**src/aad_pkg.sv**
```systemverilog
// shared constants for the adjust/add instruction decoder
package aad_pkg;
  // opcode bytes
  localparam logic [7:0] OP_ADJ_ADD = 8'h37;
  localparam logic [7:0] OP_ADJ_DIV = 8'hD5;
  localparam logic [7:0] OP_ADJ_MUL = 8'hD4;
  localparam logic [7:0] OP_ADJ_SUB = 8'h3F;
  localparam logic [7:0] OP_ADC_ACC_B = 8'h14;
  localparam logic [7:0] OP_ADC_ACC_W = 8'h15;
  localparam logic [7:0] OP_ADD_ACC_B = 8'h04;
  localparam logic [7:0] OP_ADD_ACC_W = 8'h05;
  localparam logic [7:0] OP_GRP_IB = 8'h80;
  localparam logic [7:0] OP_GRP_IW = 8'h81;
  localparam logic [7:0] OP_GRP_SX = 8'h83;
  localparam logic [5:0] OP_ADC_RM_HI = 6'h04; // 10..13
  localparam logic [5:0] OP_ADD_RM_HI = 6'h00; // 00..03
  localparam logic [7:0] ADJ_BASE = 8'h0A;
  // modrm fields
  localparam int MODRM_REG_LSB = 3;
  localparam int MODRM_MOD_LSB = 6;
  localparam logic [2:0] SUB_ADD = 3'h0;
  localparam logic [2:0] SUB_ADC = 3'h2;
  localparam logic [1:0] MOD_REG = 2'h3;
  // clock counts
  localparam logic [4:0] CYC_ADJ_ADD = 5'h08;
  localparam logic [4:0] CYC_ADJ_DIV = 5'h0F;
  localparam logic [4:0] CYC_ADJ_MUL = 5'h13;
  localparam logic [4:0] CYC_ADJ_SUB = 5'h07;
  localparam logic [4:0] CYC_ACC_B = 5'h03;
  localparam logic [4:0] CYC_ACC_W = 5'h04;
  localparam logic [4:0] CYC_IMM_REG = 5'h04;
  localparam logic [4:0] CYC_IMM_MEM = 5'h10;
  localparam logic [4:0] CYC_IMM_MEM_W8 = 5'h14;
  localparam logic [4:0] CYC_RM_REG = 5'h03;
  localparam logic [4:0] CYC_RM_MEM = 5'h0A;
  localparam logic [4:0] CYC_RM_MEM_W8 = 5'h0E;
  // operation classes
  typedef enum logic [3:0] {
    AAD_OP_NONE = 4'h0,
    AAD_OP_ADJ_ADD = 4'h1,
    AAD_OP_ADJ_DIV = 4'h2,
    AAD_OP_ADJ_MUL = 4'h3,
    AAD_OP_ADJ_SUB = 4'h4,
    AAD_OP_ADD = 4'h5,
    AAD_OP_ADC = 4'h6
  } aad_op_t;
  // flag vector bit positions: o s z a p c
  localparam int FL_C = 0;
  localparam int FL_P = 1;
  localparam int FL_A = 2;
  localparam int FL_Z = 3;
  localparam int FL_S = 4;
  localparam int FL_O = 5;
  localparam logic [5:0] UPD_ALL = 6'h3F;
  localparam logic [5:0] UPD_AC = 6'h05;
  localparam logic [5:0] UPD_SZP = 6'h1A;
endpackage

```
**src/aad_decoder.sv**
```systemverilog
// decoder and cycle timer for ascii adjust and add instructions
`timescale 1ns/10ps

module aad_decoder #(
  parameter bit NARROW_BUS = 1'b0 // 1 selects the 8-bit bus timing
) (
  input wire logic clk_sys, // 10 MHz core clock
  input wire logic arst_n, // async reset, active low
  input wire logic byte_valid, // instruction byte offered
  input wire logic [7:0] byte_data, // instruction byte
  output logic byte_ready, // decoder takes a byte
  output logic dec_valid, // one-cycle pulse: decode done
  output aad_pkg::aad_op_t dec_op, // operation class
  output logic dec_word, // word operand size
  output logic dec_to_reg, // result goes to the modrm reg operand
  output logic dec_acc, // accumulator form
  output logic dec_mem, // r/m operand is memory
  output logic [2:0] dec_rm, // modrm r/m field
  output logic [2:0] dec_reg, // modrm reg field
  output logic [15:0] dec_imm, // immediate, sign-extended where due
  output logic dec_carry_in, // operation consumes carry
  output logic [5:0] dec_flag_upd, // flags written, osz a p c
  output logic [4:0] dec_cycles, // execution clock count
  output logic dec_illegal, // opcode outside this subset
  output logic busy // execution timer running
);

  typedef enum logic [2:0] {
    AAD_ST_OPC = 3'b000,
    AAD_ST_MODRM = 3'b001,
    AAD_ST_IMM_LO = 3'b011,
    AAD_ST_IMM_HI = 3'b010,
    AAD_ST_BASE = 3'b110,
    AAD_ST_EXEC = 3'b111
  } aad_state_t;

  aad_state_t state, next_state;
  aad_pkg::aad_op_t op, next_op;
  logic word, next_word, to_reg, next_to_reg, acc, next_acc;
  logic mem, next_mem, sx, next_sx;
  logic imm_w, next_imm_w, grp, next_grp, cin, next_cin;
  logic [2:0] rm, next_rm, rg, next_rg;
  logic [15:0] imm, next_imm;
  logic [5:0] upd, next_upd;
  logic [4:0] cyc, next_cyc, cnt, next_cnt;
  logic ill, next_ill, vld, next_vld;

  //////////////////////////////////////////////////////////////////////
  // clock count by form and bus width
  function automatic logic [4:0] rm_cycles(input logic imm_form,
      input logic is_mem, input logic is_word);
    logic [4:0] c;
    c = imm_form ? aad_pkg::CYC_IMM_REG : aad_pkg::CYC_RM_REG;
    if (is_mem) begin
      if (imm_form) begin
        c = (is_word && NARROW_BUS) ? aad_pkg::CYC_IMM_MEM_W8
                                    : aad_pkg::CYC_IMM_MEM;
      end else begin
        c = (is_word && NARROW_BUS) ? aad_pkg::CYC_RM_MEM_W8
                                    : aad_pkg::CYC_RM_MEM;
      end
    end
    return c;
  endfunction

  //////////////////////////////////////////////////////////////////////
  // byte-walk decoder and execution timer
  always_comb begin
    next_state = state;
    next_op = op;
    next_word = word;
    next_to_reg = to_reg;
    next_acc = acc;
    next_mem = mem;
    next_sx = sx;
    next_imm_w = imm_w;
    next_grp = grp;
    next_cin = cin;
    next_rm = rm;
    next_rg = rg;
    next_imm = imm;
    next_upd = upd;
    next_cyc = cyc;
    next_cnt = cnt;
    next_ill = 1'b0;
    next_vld = 1'b0;
    case (state)
      AAD_ST_OPC: begin
        // ready is still low on the first clock after reset
        if (byte_valid && byte_ready) begin
          next_op = aad_pkg::AAD_OP_NONE;
          next_word = 1'b0;
          next_to_reg = 1'b0;
          next_acc = 1'b0;
          next_mem = 1'b0;
          next_sx = 1'b0;
          next_imm_w = 1'b0;
          next_grp = 1'b0;
          next_cin = 1'b0;
          next_rm = 3'h0;
          next_rg = 3'h0;
          next_imm = 16'h0000;
          next_upd = aad_pkg::UPD_ALL;
          next_state = AAD_ST_OPC;
          if (byte_data == aad_pkg::OP_ADJ_ADD) begin
            next_op = aad_pkg::AAD_OP_ADJ_ADD;
            next_upd = aad_pkg::UPD_AC;
            next_cyc = aad_pkg::CYC_ADJ_ADD;
            next_state = AAD_ST_EXEC;
          end else if (byte_data == aad_pkg::OP_ADJ_SUB) begin
            next_op = aad_pkg::AAD_OP_ADJ_SUB;
            next_upd = aad_pkg::UPD_AC;
            next_cyc = aad_pkg::CYC_ADJ_SUB;
            next_state = AAD_ST_EXEC;
          end else if (byte_data == aad_pkg::OP_ADJ_DIV) begin
            next_op = aad_pkg::AAD_OP_ADJ_DIV;
            next_word = 1'b1;
            next_upd = aad_pkg::UPD_SZP;
            next_cyc = aad_pkg::CYC_ADJ_DIV;
            next_state = AAD_ST_BASE;
          end else if (byte_data == aad_pkg::OP_ADJ_MUL) begin
            next_op = aad_pkg::AAD_OP_ADJ_MUL;
            next_upd = aad_pkg::UPD_SZP;
            next_cyc = aad_pkg::CYC_ADJ_MUL;
            next_state = AAD_ST_BASE;
          end else if (byte_data == aad_pkg::OP_ADC_ACC_B
              || byte_data == aad_pkg::OP_ADD_ACC_B
              || byte_data == aad_pkg::OP_ADC_ACC_W
              || byte_data == aad_pkg::OP_ADD_ACC_W) begin
            next_cin = byte_data[4];
            next_op = byte_data[4] ? aad_pkg::AAD_OP_ADC
                                   : aad_pkg::AAD_OP_ADD;
            next_word = byte_data[0];
            next_to_reg = 1'b1;
            next_acc = 1'b1;
            next_imm_w = byte_data[0];
            next_cyc = byte_data[0] ? aad_pkg::CYC_ACC_W
                                    : aad_pkg::CYC_ACC_B;
            next_state = AAD_ST_IMM_LO;
          end else if (byte_data == aad_pkg::OP_GRP_IB
              || byte_data == aad_pkg::OP_GRP_IW
              || byte_data == aad_pkg::OP_GRP_SX) begin
            next_grp = 1'b1;
            next_word = byte_data[0];
            next_imm_w = (byte_data == aad_pkg::OP_GRP_IW);
            next_sx = (byte_data == aad_pkg::OP_GRP_SX);
            next_state = AAD_ST_MODRM;
          end else if (byte_data[7:2] == aad_pkg::OP_ADC_RM_HI
              || byte_data[7:2] == aad_pkg::OP_ADD_RM_HI) begin
            next_cin = byte_data[4];
            next_op = byte_data[4] ? aad_pkg::AAD_OP_ADC
                                   : aad_pkg::AAD_OP_ADD;
            next_word = byte_data[0];
            next_to_reg = byte_data[1];
            next_state = AAD_ST_MODRM;
          end else begin
            next_ill = 1'b1;
            next_vld = 1'b1;
          end
        end
      end
      AAD_ST_MODRM: begin
        if (byte_valid) begin
          next_rm = byte_data[2:0];
          next_rg = byte_data[aad_pkg::MODRM_REG_LSB +: 3];
          next_mem = byte_data[aad_pkg::MODRM_MOD_LSB +: 2]
                     != aad_pkg::MOD_REG;
          next_cyc = rm_cycles(grp, next_mem, word);
          if (grp) begin
            next_state = AAD_ST_IMM_LO;
            if (next_rg == aad_pkg::SUB_ADC) begin
              next_op = aad_pkg::AAD_OP_ADC;
              next_cin = 1'b1;
            end else if (next_rg == aad_pkg::SUB_ADD) begin
              next_op = aad_pkg::AAD_OP_ADD;
            end else begin
              // other group members belong to other blocks
              next_ill = 1'b1;
              next_vld = 1'b1;
              next_state = AAD_ST_OPC;
            end
          end else begin
            next_state = AAD_ST_EXEC;
          end
        end
      end
      AAD_ST_IMM_LO: begin
        if (byte_valid) begin
          next_imm = {{8{sx & byte_data[7]}}, byte_data};
          next_state = imm_w ? AAD_ST_IMM_HI : AAD_ST_EXEC;
        end
      end
      AAD_ST_IMM_HI: begin
        if (byte_valid) begin
          next_imm = {byte_data, imm[7:0]};
          next_state = AAD_ST_EXEC;
        end
      end
      AAD_ST_BASE: begin
        if (byte_valid) begin
          // only the decimal base is in this subset
          if (byte_data == aad_pkg::ADJ_BASE) begin
            next_imm = {8'h00, byte_data};
            next_state = AAD_ST_EXEC;
          end else begin
            next_ill = 1'b1;
            next_vld = 1'b1;
            next_state = AAD_ST_OPC;
          end
        end
      end
      AAD_ST_EXEC: begin
        // decode is announced, then the timer runs its full count
        if (cnt == 5'h00) begin
          next_vld = 1'b1;
          next_cnt = cyc - 5'h01;
          if (cyc == 5'h01) begin
            next_state = AAD_ST_OPC;
          end
        end else if (cnt == 5'h01) begin
          next_cnt = 5'h00;
          next_state = AAD_ST_OPC;
        end else begin
          next_cnt = cnt - 5'h01;
        end
      end
      default: begin
        next_state = AAD_ST_OPC;
      end
    endcase
  end

  always_ff @(posedge clk_sys or negedge arst_n) begin
    if (!arst_n) begin
      state <= AAD_ST_OPC;
      op <= aad_pkg::AAD_OP_NONE;
      word <= 1'b0;
      to_reg <= 1'b0;
      acc <= 1'b0;
      mem <= 1'b0;
      sx <= 1'b0;
      imm_w <= 1'b0;
      grp <= 1'b0;
      cin <= 1'b0;
      rm <= 3'h0;
      rg <= 3'h0;
      imm <= 16'h0000;
      upd <= 6'h00;
      cyc <= 5'h00;
      cnt <= 5'h00;
      ill <= 1'b0;
      vld <= 1'b0;
    end else begin
      state <= next_state;
      op <= next_op;
      word <= next_word;
      to_reg <= next_to_reg;
      acc <= next_acc;
      mem <= next_mem;
      sx <= next_sx;
      imm_w <= next_imm_w;
      grp <= next_grp;
      cin <= next_cin;
      rm <= next_rm;
      rg <= next_rg;
      imm <= next_imm;
      upd <= next_upd;
      cyc <= next_cyc;
      cnt <= next_cnt;
      ill <= next_ill;
      vld <= next_vld;
    end
  end

  //////////////////////////////////////////////////////////////////////
  // registered outputs; byte_ready low while executing
  always_ff @(posedge clk_sys or negedge arst_n) begin
    if (!arst_n) begin
      byte_ready <= 1'b0;
      busy <= 1'b0;
    end else begin
      byte_ready <= (next_state != AAD_ST_EXEC);
      busy <= (next_state == AAD_ST_EXEC);
    end
  end

  assign dec_valid = vld;
  assign dec_op = op;
  assign dec_word = word;
  assign dec_to_reg = to_reg;
  assign dec_acc = acc;
  assign dec_mem = mem;
  assign dec_rm = rm;
  assign dec_reg = rg;
  assign dec_imm = imm;
  assign dec_carry_in = cin;
  assign dec_flag_upd = upd;
  assign dec_cycles = cyc;
  assign dec_illegal = ill;

endmodule // aad_decoder

```
**config.mk**
```make
export PLATFORM = sky130hd
export DESIGN_NAME = aad_decoder
export DESIGN_NICKNAME = d
export VERILOG_FILES = /design/src/aad_pkg.sv /design/src/aad_decoder.sv
export SDC_FILE = /design/constraint.sdc
export NUM_CORES = 1
export LEC_CHECK = 0
export BUFFER_PORTS_ARGS = -buffer_cell sky130_fd_sc_hd__buf_4
export CELL_PAD_IN_SITES_DETAIL_PLACEMENT = 2
export CELL_PAD_IN_SITES_GLOBAL_PLACEMENT = 2
export CORE_MARGIN = 4
export CORE_UTILIZATION = 32
export DETAILED_ROUTE_END_ITERATION = 8
export PLACE_DENSITY_LB_ADDON = 0.1
export SLEW_MARGIN = 20
export SYNTH_ARGS = -nofsm -noshare
export SYNTH_HDL_FRONTEND = slang
export SYNTH_SLANG_ARGS = --single-unit
```
**constraint.sdc**
```tcl
create_clock -name clk_sys -period 2.5 [get_ports clk_sys]
set_clock_uncertainty 0.05 [all_clocks]
set_input_delay 0.375 -clock clk_sys [delete_from_list [all_inputs] [get_ports clk_sys]]
set_output_delay 0.375 -clock clk_sys [all_outputs]
set_load 0.05 [all_outputs]
```
# Word-level counts from Yosys, hierarchy flattened

Index checks and enable logic that the tools add are counted.

Reduce and logical (&&, ||, !) cells: 21
Equal/unequal tests: 34
Muxes and demuxes: 133
Add/subtract/negate cells: 2
Bitwise gates (word level): 2

Operator list:

| kind                | number |
|---|---|
| $mux 3              | 27 |
| $mux 16             | 5 |
| $mux 1              | 67 |
| $pmux 16 s4         | 1 |
| $mux 5              | 11 |
| $eq 8x8->1 const B  | 5 |
| $mux 6              | 4 |
| $mux 4              | 5 |
| $ne 2x2->1 const B  | 9 |
| $pmux 3 s6          | 1 |
| $eq 8x3->1 const B  | 2 |
| $eq 8x5->1 const B  | 2 |
| $eq 8x6->1 const B  | 2 |
| $pmux 3 s2          | 2 |
| $reduce_and 6->1    | 2 |
| $eq 5x1->1 const B  | 2 |
| $pmux 5 s2          | 1 |
| $reduce_and 5->1    | 2 |
| $sub 5x1->5 const B | 2 |
| $eq 3x2->1 const B  | 3 |
| $eq 3x3->1 const B  | 3 |
| $eq 8x4->1 const B  | 1 |
| $mux 2              | 4 |
| $pmux 4 s2          | 1 |
| 20 further kinds    | 28 |

Input bits: 11
Word-level logic and storage cells: 213
Bits in registers: 57
Output and inout bits: 46

# Longest topological paths before layout

Depth in word-level cells: 12
Gate-level depth with buffers: 7
Gate-level depth less buffers: 6

# Worst setup path after synthesis

Ideal clock, no wire load.

Kind: input port to flip-flop
Start point: input port byte_data[5]
End point: register cyc[2] (netlist: dec_cycles[2])
Required time: 2.331 ns
Arrival time: 2.058 ns
Stages on the path: 6
Library setup time: 0.119 ns
Path buffers: 1
Slack: 0.273 ns
Cell sequence: buf_2 or4_4 or3b_4 a41oi_4 o311ai_1 o21a_1

Word-level cells in the longest chain between the ends: 7
Elaborated cells on any way between the ends: 19
Those cells by class: eq/ne: 9; mux: 6; reduce/logical: 4

RTL lines:

| what                   | RTL line           | source |
|---|---|---|
| start: declaration     | aad_decoder.sv:10  | `input wire logic [7:0] byte_data,` |
| $eq 8x8->1             | aad_decoder.sv:121 | `end else if (byte_data == aad_pkg::OP_ADJ_MUL) begin` |
| $mux 5                 | aad_decoder.sv:121 |  |
| $mux 5                 | aad_decoder.sv:115 | `end else if (byte_data == aad_pkg::OP_ADJ_DIV) begin` |
| $mux 5                 | aad_decoder.sv:110 | `end else if (byte_data == aad_pkg::OP_ADJ_SUB) begin` |
| $mux 5                 | aad_decoder.sv:105 | `if (byte_data == aad_pkg::OP_ADJ_ADD) begin` |
| $mux 5                 | aad_decoder.sv:90  | `if (byte_valid && byte_ready) begin` |
| $pmux 5 s2             | aad_decoder.sv:87  | `case (state)` |
| end signal: assignment | aad_decoder.sv:268 | `cyc <= next_cyc;` |
| end: declaration       | aad_decoder.sv:45  | `logic [4:0] cyc, next_cyc, cnt, next_cnt;` |

Parallel ways exist; a longest one is shown, timed or not. The select of a mux whose other input is x is not followed.
A chain may end at the register's enable or synchronous reset.

# Final worst setup path

Start point: register state[2]
End point: register cyc[2] (netlist: dec_cycles[2])

Word-level cells in the longest chain between the ends: 3
Elaborated cells on any way between the ends: 8
Those cells by class: eq/ne: 4; mux: 1; reduce/logical: 3

RTL lines:

| what                                               | RTL line           | source |
|---|---|---|
| start: declaration                                 | aad_decoder.sv:37  | `aad_state_t state, next_state;` |
| start signal: assignment                           | aad_decoder.sv:254 | `state <= next_state;` |
| $logic_not 3->1 or $eq 3x1->1 (tied branches)      | aad_decoder.sv:87  |  |
| $ne 6x6->1 (no line), or another cell as far along | --                 |  |
| $reduce_and 4->1 (no line)                         | --                 |  |

Parallel ways exist; a longest one is shown, timed or not.

==> impl_results.md <==
- Status: completed
- Avg Cell Area, Syn: 8.689 um^2
- Syn_nets: 338
- Worst EP arrival: 2290 ps
- CTS root buffer: clkbuf_8
- CTS sink count: 53
- CTS resizes: 0
- Core Area: 0.008382 mm^2
- PD cells: 1538 mW/mm^2
- GRT Overall Usage: 0.1865
- Setup violators final: 0
- Largest net degree at the start of global routing: 54
- Grt ovf: 0
- Post-synthesis cell count: 323
- Drt first pass iters: 4
- Vias: 2,594
- Hold_ws: 56.22 ps
- Req. time, crit path: 2660 ps
- Vias per cell: 5.496
- Worst-path clk slew: 100 ps
- Setup_tns: 0 ps
- Number of synthesized flops with an enable pin: 0
- RePlAce Congestion: 0.8345
- Clock share of power: 0.119
- Num rows: 33
- CP max FO: 16
- First-pass GRT wire length: 15,110 um
- Setup Fix Bufs, Post-CTS: 0
- P_sw: 0.002771 W
- Initial antenna violation count: 0
- Crit. End Element: flop
- Longest Clk Path Bufs: 2
- Yosys warnings: 0
- Reg2reg start: state[2]
- Reg2Reg Depth: 5
- Iter 0 DRT Violations: 97
- Layout area overhead: 21.36%
- Max-slew headroom: 0.5250
- DP HPWL: 6653 um
- Number of H-tree levels: 2
- Num CTS Buffers: 5
- Antenna Nets Post-Route: 0
- Number of global-route vias before repair: 2,835
- Crit Reg-Reg Endpoint: dec_cycles[2]
- Worst Setup Start Kind: flop
- Tmin final: 2131 ps
- Diode count: 0
- I/O Pins: 57
- Internal Power: 0.002466 W
- Unrepaired setup endpoints after global routing: false
- Fmax: 469.2 MHz
- Post-synth cell types: 59
- Drt total wl: 9167 um
- Fraction of layout cells with a size suffix above 1: 0.2071
- R2R setup slack: 370 ps
- Combinational Power Share: 0.586
- Crit path kind: reg -> reg
- Leak Pwr: 1.529 nW
- Largest register FFs: 16
- Most frequent cells in the layout: 64 x buf_4, 53 x dfrtp_1, 52 x nand2_1, 39 x o21ai_0, 24 x nor2_1
- Commonest non-fill, non-tap cell in the layout: buf_4
- Tcrit/Tclk final: 0.8526
- Die Span Y: 101.7 um
- Number of hold buffers added after cts: 0
- Drt drc: 0
- Fillcell total: 981
- Reg power frac: 0.295
- Die footprint: 0.01033 mm^2
- Max Cap Viol: 0
- Ys async rst share: 1.000
- NumNets Final: 381
- CTS tree: yes
- Worst-Margin Slew: 712.4 ps
- Clock Latency Late Sink: 310 ps
- Syn Std Cell Area: 0.002806 mm^2
- Sequential share of the synthesized area: 0.4726
- Max Slew Vio Count: 0
- Final Hold Fails: 0
- Initial Utilization: 0.3348
- Worst vdd ir: 0.5931 mV
- Top_reg_cell synth: dfrtp_1
- IO buf count: 55
- Switching Share: 0.5291
- Die width: 101.7 um
- Synthesized flop and latch total: 53
- DR WL/cell: 19.42 um
- Worst hold path class: in -> async
power by group through the flow:
| stage | combinational (W) | sequential [W] | clock [W] |
|---|---|---|---|
| 2_1_floorplan | 0.00112 | 0.00254 | 0 |
| 3_3_place_gp | 0.00304 | 0.00155 | 0 |
| 3_5_place_dp | 0.00310 | 0.00156 | 0 |
| 4_1_cts | 0.00311 | 0.00155 | 0.000645 |
| 5_1_grt | 0.00332 | 0.00161 | 0.000677 |
| 6_report | 0.00307 | 0.00154 | 0.000621 |
synth_stat cells, drive strengths merged, types with 2 or more instances:
| cell | instances | share of area |
|---|---|---|
| xnor2 | 2 | 0.0062 |
| nor2b | 2 | 0.0045 |
| and2 | 2 | 0.0045 |
| o21a | 3 | 0.0080 |
| nand4 | 4 | 0.0089 |
| ha | 4 | 0.018 |
| clkbuf | 20 | 0.027 |
| and3 | 2 | 0.0045 |
| xor2 | 3 | 0.0094 |
| a22o | 2 | 0.0062 |
| a32o | 2 | 0.0071 |
| a21o | 4 | 0.011 |
| dfrtp | 53 | 0.47 |
| o21ai | 42 | 0.075 |
| o22ai | 3 | 0.0067 |
| or2 | 2 | 0.0045 |
| a21oi | 19 | 0.034 |
| buf | 8 | 0.019 |
| or3 | 2 | 0.0045 |
| nor3b | 3 | 0.0080 |
| nand2 | 52 | 0.070 |
| inv | 9 | 0.012 |
| nand3 | 9 | 0.016 |
| o211ai | 2 | 0.0053 |
| nor2 | 24 | 0.032 |
| or3b | 2 | 0.0071 |
| o31ai | 4 | 0.011 |
| nor3 | 10 | 0.020 |
| a31oi | 5 | 0.011 |
| nand2b | 3 | 0.0067 |
stage by stage:
stage          instance area (um^2)  utilization  total power [W]  worst slack (ps)  instances
2_1_floorplan                  2806            -         0.003659             273.1        323
3_3_place_gp                   3289       0.3924         0.004588             165.9        464
3_5_place_dp                   3289       0.3924         0.004663             61.99        464
4_1_cts                        3406       0.4063         0.005311             373.1        472
5_1_grt                        3406       0.4063         0.005603             241.9        472
6_report                       3406       0.4063         0.005237             368.5        472
worst max-delay path, stage by stage, from the launching register on:
cell and delay [ps]:
dfrtp_1 580, or3_1 500, buf_4 220, a41oi_4 340, o311ai_1 190, o21a_1 140
how the worst max path moves through the flow:
stage,from,endpoint
after floorplan,byte_data[5],dec_cycles[2]
after global placement,byte_data[3],dec_cycles[2]
after detailed placement,byte_data[3],dec_cycles[2]
after CTS,state[2],dec_cycles[2]
after global routing,state[2],dec_imm[0]
final,state[2],dec_cycles[2]
cell families (layout without fill, tap and decap cells):
logic type / count (synthesis) / in the layout / synth area share
flip-flops: 53 / 53 / 0.4726
adder cells (fa/ha/maj): 4 / 4 / 0.01783
XOR/XNOR: 5 / 5 / 0.01561
AO/OA/AOI/OAI: 97 / 97 / 0.2149
other: 1 / 1 / 0.001336
buffers and inverters: 37 / 81 / 0.05796
multiplexers: 1 / 1 / 0.003567
AND/OR/NAND/NOR: 125 / 125 / 0.2162
layout make-up:
type                    instances  area (um^2)  area share
multi-input cells             233         1318      0.3868
inverters                       9        33.78    0.009919
flip-flops and latches         53         1326      0.3894
clock inverters                 1        30.03    0.008817
well taps                     105        131.4     0.03857
repair buffers                 64        480.5      0.1411
clock buffers                   7        86.33     0.02535
metal layers:
layer | vias up | share of wire | track usage
met3 | 11 | 0.033 | 0.02755
met2 | 50 | 0.50 | 0.3073
met1 | 1321 | 0.46 | 0.2584
li1 | 1212 | - | -
met5 | - | 0 | 0
met4 | 0 | 0.012 | 0.04397
Power figures use the tool's default switching activity.
